$ cat src/adc_ctrl_defs.vh
// Register offsets, field positions, reset values and codes for the converter control block.
// Assumes inclusion by bare name from the design files.
`ifndef ADC_CTRL_DEFS_VH
`define ADC_CTRL_DEFS_VH

// ---------------------------------------------
// Register byte addresses (APB, word aligned)
// ---------------------------------------------
`define OFF_RESULT_LOW   12'h000
`define OFF_RESULT_HIGH  12'h004
`define OFF_CTRL_ZERO    12'h008
`define OFF_CTRL_ONE     12'h00C
`define OFF_CTRL_TWO     12'h010
`define OFF_BANDGAP      12'h014
`define OFF_PIN_SELECT   12'h018

// ---------------------------------------------
// Control register zero fields
// ---------------------------------------------
`define C0_START         7
`define C0_BUSY          6
`define C0_ENABLE        5
`define C0_ALIGN         4
`define C0_CHAN_HI       3
`define C0_CHAN_LO       0

// ---------------------------------------------
// Control register one and two fields, and the bandgap register field
// ---------------------------------------------
`define C1_SRC_HI        7
`define C1_SRC_LO        4
`define C1_CLK_HI        2
`define C1_CLK_LO        0
`define C2_AMP_EN        7
`define C2_AMP_IN        4
`define C2_REF_HI        3
`define C2_REF_LO        2
`define C2_GAIN_HI       1
`define C2_GAIN_LO       0
`define BG_ENABLE        0

// ---------------------------------------------
// Reset values and write masks
// ---------------------------------------------
`define RST_BYTE         8'h00
`define RST_PINS         12'h000
`define C1_WMASK         8'hF7
`define C2_WMASK         8'h9F

// ---------------------------------------------
// Codes
// ---------------------------------------------
`define CHAN_LAST        4'hB
`define SRC_VDD          4'h1
`define SRC_VDD_HALF     4'h2
`define SRC_VDD_QTR      4'h3
`define SRC_AMP          4'h5
`define SRC_AMP_HALF     4'h6
`define SRC_AMP_QTR      4'h7
`define SRC_GND_TOP      2'b10
`define REF_VDD          2'b00
`define REF_PIN          2'b01
`define ROUTE_EXT        3'd0
`define ROUTE_VDD        3'd1
`define ROUTE_VDD_HALF   3'd2
`define ROUTE_VDD_QTR    3'd3
`define ROUTE_AMP        3'd4
`define ROUTE_AMP_HALF   3'd5
`define ROUTE_AMP_QTR    3'd6
`define ROUTE_GND        3'd7
`define REFSEL_VDD       2'd0
`define REFSEL_PIN       2'd1
`define REFSEL_AMP       2'd2
`define PSLVERR_UNMAPPED 1'b1

`endif

$ cat src/adc_control_registers.v
// Register file, start/busy sequencing, input routing and result formatting
// for a 12-bit successive-approximation converter, reached over APB.
// Assumes the analog core converts on conv_start_q and returns a result with
// core_done after counting conversion clock ticks; ports are synchronous to pclk.
//
// Our own choices: the APB slave port and the address map.
`timescale 1ns/1ps
`include "adc_ctrl_defs.vh"

module adc_control_registers
#(
  parameter NCHAN  = 12,
  parameter RES_W  = 12,
  parameter CLK_W  = 3
)
(
  // APB slave
  input  wire              pclk,
  input  wire              presetn,
  input  wire              psel,
  input  wire              penable,
  input  wire              pwrite,
  input  wire [11:0]       paddr,
  input  wire [31:0]       pwdata,
  output reg  [31:0]       prdata,
  output reg               pready,
  output reg               pslverr,
  // Analog core
  input  wire              core_done,
  input  wire [RES_W-1:0]  core_result,
  output reg               conv_start_q,
  output reg               conv_power_q,
  output reg               conv_clk_tick_q,
  output reg  [2:0]        input_route_q,
  output reg  [NCHAN-1:0]  chan_connect_q,
  output reg  [1:0]        ref_route_q,
  output reg               ref_pin_connect_q,
  output reg               amp_power_q,
  output reg               amp_input_bandgap_q,
  output reg  [1:0]        amp_gain_q,
  output reg               bandgap_power_q,
  // Pin sharing
  output reg  [NCHAN-1:0]  pin_gpio_release_q,
  output reg  [NCHAN-1:0]  pin_pullup_disable_q
);

  // ---------------------------------------------
  // Registers
  // ---------------------------------------------
  reg              start_q;
  reg              busy_q;
  reg              enable_q;
  reg              align_q;
  reg  [3:0]       chan_q;
  reg  [7:0]       ctrl_one_q;
  reg  [7:0]       ctrl_two_q;
  reg              bandgap_q;
  reg  [NCHAN-1:0] pin_sel_q;
  reg  [7:0]       result_low_q;
  reg  [7:0]       result_high_q;

  wire             wr_en;
  wire             rd_en;
  wire             conv_tick;
  wire [3:0]       src_field;
  wire [7:0]       wbyte;
  reg              mapped;
  reg  [7:0]       rd_byte;
  reg  [2:0]       route_d;
  reg  [1:0]       ref_d;
  wire             wr_ctrl_zero;
  wire             wr_ctrl_one;
  wire             wr_ctrl_two;
  wire             wr_bandgap;
  wire             wr_pin_sel;
  wire             start_seen;
  wire             busy_end;

  assign wr_en     = psel && penable && pwrite && !pready;
  assign rd_en     = psel && penable && !pwrite && !pready;
  assign wbyte     = pwdata[7:0];
  assign src_field = ctrl_one_q[`C1_SRC_HI:`C1_SRC_LO];

  // ---------------------------------------------
  // Write decode
  // ---------------------------------------------
  // Registers take a write at the end of the first access cycle, on the edge that raises pready
  assign wr_ctrl_zero = wr_en && (paddr == `OFF_CTRL_ZERO);
  assign wr_ctrl_one  = wr_en && (paddr == `OFF_CTRL_ONE);
  assign wr_ctrl_two  = wr_en && (paddr == `OFF_CTRL_TWO);
  assign wr_bandgap   = wr_en && (paddr == `OFF_BANDGAP);
  assign wr_pin_sel   = wr_en && (paddr == `OFF_PIN_SELECT);
  // Start bit high then low; a start while busy or disabled is dropped
  assign start_seen   = wr_ctrl_zero && start_q && !wbyte[`C0_START] &&
                        !busy_q && wbyte[`C0_ENABLE];
  // Done ends the conversion; disabling the converter aborts it
  assign busy_end     = busy_q && (core_done || !enable_q);

  // ---------------------------------------------
  // APB write side and start/busy sequencing
  // ---------------------------------------------
  // A start is the falling edge of the software start bit; busy cannot be
  // written because it is never taken from wbyte.
  always @(posedge pclk or negedge presetn)
  begin
    if (!presetn)
    begin
      start_q      <= 1'b0;
      busy_q       <= 1'b0;
      enable_q     <= 1'b0;
      align_q      <= 1'b0;
      chan_q       <= 4'h0;
      ctrl_one_q   <= `RST_BYTE;
      ctrl_two_q   <= `RST_BYTE;
      bandgap_q    <= 1'b0;
      pin_sel_q    <= `RST_PINS;
      conv_start_q <= 1'b0;
    end
    else
    begin
      conv_start_q <= 1'b0;
      if (wr_ctrl_zero)
      begin
        start_q  <= wbyte[`C0_START];
        enable_q <= wbyte[`C0_ENABLE];
        align_q  <= wbyte[`C0_ALIGN];
        chan_q   <= wbyte[`C0_CHAN_HI:`C0_CHAN_LO];
      end
      if (wr_ctrl_one)
        ctrl_one_q <= wbyte & `C1_WMASK;
      if (wr_ctrl_two)
        ctrl_two_q <= wbyte & `C2_WMASK;
      if (wr_bandgap)
        bandgap_q <= wbyte[`BG_ENABLE];
      if (wr_pin_sel)
        pin_sel_q <= pwdata[NCHAN-1:0];
      // Busy moves only on start and end; a start needs busy low, so they never meet
      if (start_seen)
      begin
        busy_q       <= 1'b1;
        conv_start_q <= 1'b1;
      end
      else if (busy_end)
        busy_q <= 1'b0;
    end
  end

  // ---------------------------------------------
  // Result capture
  // ---------------------------------------------
  // Captured only on done while enabled, in the same edge busy drops.
  // A done that arrives after the enable fell leaves the old result in place.
  always @(posedge pclk or negedge presetn)
  begin
    if (!presetn)
    begin
      result_low_q  <= `RST_BYTE;
      result_high_q <= `RST_BYTE;
    end
    else if (busy_q && core_done && enable_q)
    begin
      if (!align_q)
      begin
        result_high_q <= core_result[11:4];
        result_low_q  <= {core_result[3:0], 4'h0};
      end
      else
      begin
        result_high_q <= {4'h0, core_result[11:8]};
        result_low_q  <= core_result[7:0];
      end
    end
  end

  // ---------------------------------------------
  // Input and reference routing
  // ---------------------------------------------
  always @*
  begin
    case (src_field)
      `SRC_VDD:      route_d = `ROUTE_VDD;
      `SRC_VDD_HALF: route_d = `ROUTE_VDD_HALF;
      `SRC_VDD_QTR:  route_d = `ROUTE_VDD_QTR;
      `SRC_AMP:      route_d = `ROUTE_AMP;
      `SRC_AMP_HALF: route_d = `ROUTE_AMP_HALF;
      `SRC_AMP_QTR:  route_d = `ROUTE_AMP_QTR;
      default:
        if (src_field[3:2] == `SRC_GND_TOP)
          route_d = `ROUTE_GND;
        else
          route_d = `ROUTE_EXT;
    endcase
    case (ctrl_two_q[`C2_REF_HI:`C2_REF_LO])
      `REF_VDD: ref_d = `REFSEL_VDD;
      `REF_PIN: ref_d = `REFSEL_PIN;
      default:  ref_d = `REFSEL_AMP;
    endcase
  end

  always @(posedge pclk or negedge presetn)
  begin
    if (!presetn)
    begin
      input_route_q       <= `ROUTE_EXT;
      ref_route_q         <= `REFSEL_VDD;
      ref_pin_connect_q   <= 1'b0;
      conv_power_q        <= 1'b0;
      amp_power_q         <= 1'b0;
      amp_input_bandgap_q <= 1'b0;
      amp_gain_q          <= 2'b00;
      bandgap_power_q     <= 1'b0;
    end
    else
    begin
      input_route_q       <= route_d;
      ref_route_q         <= ref_d;
      ref_pin_connect_q   <= (ref_d == `REFSEL_PIN);
      conv_power_q        <= enable_q;
      amp_power_q         <= ctrl_two_q[`C2_AMP_EN];
      amp_input_bandgap_q <= ctrl_two_q[`C2_AMP_IN];
      amp_gain_q          <= ctrl_two_q[`C2_GAIN_HI:`C2_GAIN_LO];
      bandgap_power_q     <= bandgap_q;
    end
  end

  // One switch per channel; codes above the last channel close none
  genvar g;
  generate
    for (g = 0; g < NCHAN; g = g + 1)
    begin : g_chan
      always @(posedge pclk or negedge presetn)
      begin
        if (!presetn)
        begin
          chan_connect_q[g]       <= 1'b0;
          pin_gpio_release_q[g]   <= 1'b0;
          pin_pullup_disable_q[g] <= 1'b0;
        end
        else
        begin
          // Internal sources open every external switch
          chan_connect_q[g] <= (route_d == `ROUTE_EXT) && (chan_q <= `CHAN_LAST)
                               && (chan_q == g);
          pin_gpio_release_q[g]   <= pin_sel_q[g];
          pin_pullup_disable_q[g] <= pin_sel_q[g];
        end
      end
    end
  endgenerate

  // ---------------------------------------------
  // Conversion clock
  // ---------------------------------------------
  // The divider runs only while converting, so every conversion sees the
  // same phase of the divided clock.
  conv_clock_div
  #(
    .SEL_W (CLK_W)
  )
  u_div
  (
    .pclk    (pclk),
    .presetn (presetn),
    .run     (busy_q),
    .sel     (ctrl_one_q[`C1_CLK_HI:`C1_CLK_LO]),
    .tick    (conv_tick)
  );

  always @(posedge pclk or negedge presetn)
  begin
    if (!presetn)
      conv_clk_tick_q <= 1'b0;
    else
      conv_clk_tick_q <= conv_tick;
  end

  // ---------------------------------------------
  // APB read side
  // ---------------------------------------------
  always @*
  begin
    mapped  = 1'b1;
    rd_byte = 8'h00;
    case (paddr)
      `OFF_RESULT_LOW:  rd_byte = result_low_q;
      `OFF_RESULT_HIGH: rd_byte = result_high_q;
      `OFF_CTRL_ZERO:   rd_byte = {start_q, busy_q, enable_q, align_q, chan_q};
      `OFF_CTRL_ONE:    rd_byte = ctrl_one_q;
      `OFF_CTRL_TWO:    rd_byte = ctrl_two_q;
      `OFF_BANDGAP:     rd_byte = {7'h00, bandgap_q};
      `OFF_PIN_SELECT:  rd_byte = 8'h00;
      default:          mapped  = 1'b0;
    endcase
  end

  // One wait state: pready rises in the second access cycle
  always @(posedge pclk or negedge presetn)
  begin
    if (!presetn)
    begin
      prdata  <= 32'h0000_0000;
      pready  <= 1'b0;
      pslverr <= 1'b0;
    end
    else
    begin
      pready  <= psel && penable && !pready;
      pslverr <= psel && penable && !pready && !mapped && `PSLVERR_UNMAPPED;
      if (rd_en)
      begin
        // Pin select is wider than a byte, so it bypasses rd_byte
        if (paddr == `OFF_PIN_SELECT)
          prdata <= {{(32-NCHAN){1'b0}}, pin_sel_q};
        else
          prdata <= {24'h0000_00, rd_byte};
      end
      else
        prdata <= 32'h0000_0000;
    end
  end

endmodule

$ cat src/conv_clock_div.v
// Conversion clock enable generator: one pulse every 2**sel system clocks.
// Assumes a single system clock and an active-low asynchronous reset.
`timescale 1ns/1ps
`include "adc_ctrl_defs.vh"

module conv_clock_div
#(
  parameter SEL_W = 3
)
(
  // Clock and reset
  input  wire             pclk,
  input  wire             presetn,
  // Control
  input  wire             run,
  input  wire [SEL_W-1:0] sel,
  // Output
  output reg              tick
);

  localparam CNT_W = (1 << SEL_W) - 1;

  reg  [CNT_W-1:0] cnt_q;
  wire [CNT_W-1:0] limit;

  // Terminal count is 2**sel - 1; sel of zero ticks every clock
  assign limit = ({{(CNT_W-1){1'b0}}, 1'b1} << sel) - {{(CNT_W-1){1'b0}}, 1'b1};

  always @(posedge pclk or negedge presetn)
  begin
    if (!presetn)
    begin
      cnt_q <= {CNT_W{1'b0}};
      tick  <= 1'b0;
    end
    else if (!run)
    begin
      cnt_q <= {CNT_W{1'b0}};
      tick  <= 1'b0;
    end
    else if (cnt_q >= limit)
    begin
      cnt_q <= {CNT_W{1'b0}};
      tick  <= 1'b1;
    end
    else
    begin
      cnt_q <= cnt_q + {{(CNT_W-1){1'b0}}, 1'b1};
      tick  <= 1'b0;
    end
  end

endmodule

$ cat config.mk
export PLATFORM = sky130hd
export DESIGN_NAME = adc_control_registers
export DESIGN_NICKNAME = d
export VERILOG_FILES = /design/src/adc_control_registers.v /design/src/conv_clock_div.v
export VERILOG_INCLUDE_DIRS = /design/src
export SDC_FILE = /design/constraint.sdc
export NUM_CORES = 1
export LEC_CHECK = 0
export CORE_ASPECT_RATIO = 0.6
export CORE_UTILIZATION = 45
export CTS_BUF_LIST = sky130_fd_sc_hd__clkbuf_2 sky130_fd_sc_hd__clkbuf_4 sky130_fd_sc_hd__clkbuf_8
export DETAILED_ROUTE_END_ITERATION = 12
export DONT_BUFFER_PORTS = 1
export HOLD_SLACK_MARGIN = 0.12
export PLACE_DENSITY_LB_ADDON = 0.25
export REMOVE_ABC_BUFFERS = 1
export SYNTH_ARGS = -nofsm -noshare
export SYNTH_HDL_FRONTEND = slang
export SYNTH_SLANG_ARGS = --single-unit
$ cat constraint.sdc
create_clock -name pclk -period 4.6 [get_ports pclk]
set_clock_uncertainty 0.1 [all_clocks]
set_input_delay 1.15 -clock pclk [delete_from_list [all_inputs] [get_ports pclk]]
set_output_delay 1.15 -clock pclk [all_outputs]
set_load 0.03 [all_outputs]
==> out/qor.yml <==
yosys:
  synthDistinctLibCells: 48
  synth_edf_count: 0
  async_flop_share_pct: 100
  yosysWarnings: 0
  ys_ff_latch: 109
  synth.avg_cell_area_um2: 11.8
  yosysSeqAreaShare_pct: 56.3
  synth-main-ff-cell: "dfrtp_1"
  syn_area_um2: 4850
  synth_cells: 412
clocking:
  clk_pin_slew_ns: 0.11
  htree_levels: 3
  cts_hold_buf: 0
  cts.sinks: 109
  clock_latency_ns: 0.38
  root_buffer: "clkbuf_8"
  cts_buffer_depth: 2
  cts_tree: "yes"
  post_cts_buffers: 0
  cts_buffers: 9
  post_cts_resize_count: 0
cells_and_area:
  final_common_cell: "dfrtp_1"
  final_cell_mix: "dfrtp_1 (109), nand2_1 (29), nor2_1 (28), mux2_2 (28), o21ai_0 (24)"
  fin_cells: 532
  nFillCells: 958
  synthToLayoutAreaGrowth_pct: 2.43
  drive_gt1_share_pct: 15.1
  multi_input_area_um2: 1820
  regArea_um2: 2730
  diodes: 0
  fin_nets: 463
sta:
  tns_ns: 0
  fmax_mhz: 346
  relSlewSlack_pct: 37.7
  rsz0062_at_grt: "false"
  fin_crit_ns: 2.89
  setup_viol: 0
  tightest_slew_ns: 0.932
  slew_violations: 0
  hold_viol: 0
  period_share_pct: 62.7
grt:
  grt_pass1_vias: 2769
  grt_util_met3_pct: 6.90
  gr-total-overflow: 0
  busiest_layer: "met1"
  antenna_found_initial: 0
  grt_max_degree: 110
  grt_usage_pct: 18.7
  use_met2_pct: 25.9
  grt_use_met1_pct: 27.0
  grt_first_pass_wirelength_um: 15300
placed_design:
  gp_congestion: 0.787
  hpwl_um: 7160
  port_buffers: 0
  dpl.cell_count: 516
setup_path:
  cp.required_ns: 4.76
  arrival_ns: 3.04
  ff2ff_setup_slack_ns: 1.71
  critPathLaunchType: "register"
  worstPathMaxFanout: 10
  crit_type: "reg2reg"
  crit_path_end_kind: "register"
die:
  die_x_um: 136
  core_area_um2: 10200
  fp-row-count: 28
  die_y_um: 82.4
  ios: 146
  die-area_um2: 11200
  start_util_pct: 47.7
drt:
  finalWirelength_um: 9720
  avgViaCountPerCell: 5.36
  first_pass_iters: 4
  ant_nets: 0
  vias: 2852
  wire_per_inst_um: 18.3
  drc: 0
  drtIter0Drc: 179
power:
  p_leak_nw: 2.30
  p_total_mw: 1.57
  peakVddDrop_v: 0.000124
  power-per-cell-area_nw_per_um2: 317
outcome:
  status: "completed"
hold_path:
  hold_class: "reg2reg"
run:
  drv_cap: 0
metal layers:
layer | wire length (um) | share of wire, %
met5 | 0 | 0
met4 | 106 | 1.1
met3 | 952 | 9.8
met2 | 4070 | 42
met1 | 4600 | 47
logic make-up after synthesis:
logic type,Yosys count,share of synthesized area [%]
AOI/OAI and AO/OA,58,7.20
xor gates and xnor gates,6,1.08
adders and majority gates,9,2.32
buffers and inverters,60,7.57
DFF,109,56.3
muxes,50,12.5
other,1,0.0774
and+or+nand+nor,119,12.9
cell type report:
| class | instances | area share (%) |
|---|---|---|
| clock inverters | 7 | 1.59 |
| repair buffers | 1 | 0.151 |
| inverters | 9 | 0.681 |
| flip-flops and latches | 109 | 55.0 |
| multi-input cells | 262 | 36.7 |
| well taps | 135 | 3.40 |
| clock buffers | 9 | 2.50 |
through the flow:
step,setup slack (ns),instance area (um2),utilization [%],hold slack (ns)
finish,1.71,4960,48.9,0.270
global route,1.51,4960,48.9,0.281
CTS,1.70,4960,48.9,0.278
detailed placement,1.50,4760,46.9,0.252
global placement,1.54,4760,46.9,0.238
floorplan,1.66,4580,-,0.231
flip-flops by register name (all words and copies together), names as in the netlist, 2 cells and up:
name and count:
pin_pullup_disable_q 12, prdata 12, ctrl_one_q 7, ctrl_two_q 6, result_high_q 8, amp_gain_q 2
input_route_q 3, chan_connect_q 12, pin_sel_q 12, u_div.cnt_q 7, result_low_q 8, chan_q 4
path summary, 6_finish.rpt:
check / depth (start not counted) / start / end
max: 9 / ctrl_one_q[2]$_DFFE_PN0P_ / u_div.cnt_q[2]$_DFF_PN0_
min: 0 / u_div.tick$_DFF_PN0_ / conv_clk_tick_q$_DFF_PN0_
max reg2reg: 9 / ctrl_one_q[2]$_DFFE_PN0P_ / u_div.cnt_q[2]$_DFF_PN0_
min reg2reg: 0 / u_div.tick$_DFF_PN0_ / conv_clk_tick_q$_DFF_PN0_
max in group asynchronous: 0 / presetn / align_q$_DFFE_PN0P_
min in group asynchronous: 0 / presetn / conv_clk_tick_q$_DFF_PN0_
critical path: stages, from the launching register on:
cell and delay [ns]:
dfrtp_1 0.50, or3_1 0.44, ha_1 0.27, nor3_1 0.22
a21oi_1 0.06, o21a_1 0.18, ha_1 0.29, nand4_1 0.11
o211ai_1 0.48, nor2_1 0.10
power breakdown:
part / internal [mW] / switching (mW)
Combinational: 0.0101 / 0.0298
Clock: 0.215 / 0.355
Sequential: 0.959 / 0.00413
Total: 1.18 / 0.389
synthesized netlist by cell type (3+ instances only):
library cell / number / area (um2)
mux2_2: 28 / 315
ha_1: 9 / 113
nor3_1: 9 / 45.0
nand2b_1: 8 / 50.1
clkbuf_1: 12 / 45.0
nand2_1: 29 / 109
a31oi_1: 3 / 18.8
mux2_4: 7 / 105
nand4_1: 5 / 31.3
and2_1: 5 / 31.3
o21ai_0: 24 / 120
inv_1: 9 / 33.8
nor2_1: 28 / 105
mux4_2: 3 / 67.6
nor2b_1: 4 / 25.0
a22oi_1: 5 / 37.5
xnor2_1: 4 / 35.0
nand3_1: 9 / 45.0
o211ai_1: 5 / 37.5
or3_1: 4 / 25.0
nand3b_1: 3 / 22.5
buf_4: 33 / 248
a21oi_1: 11 / 55.1
and3_1: 3 / 18.8
dfrtp_1: 109 / 2730
mux2i_1: 12 / 120
Power figures use the tool's default switching activity.
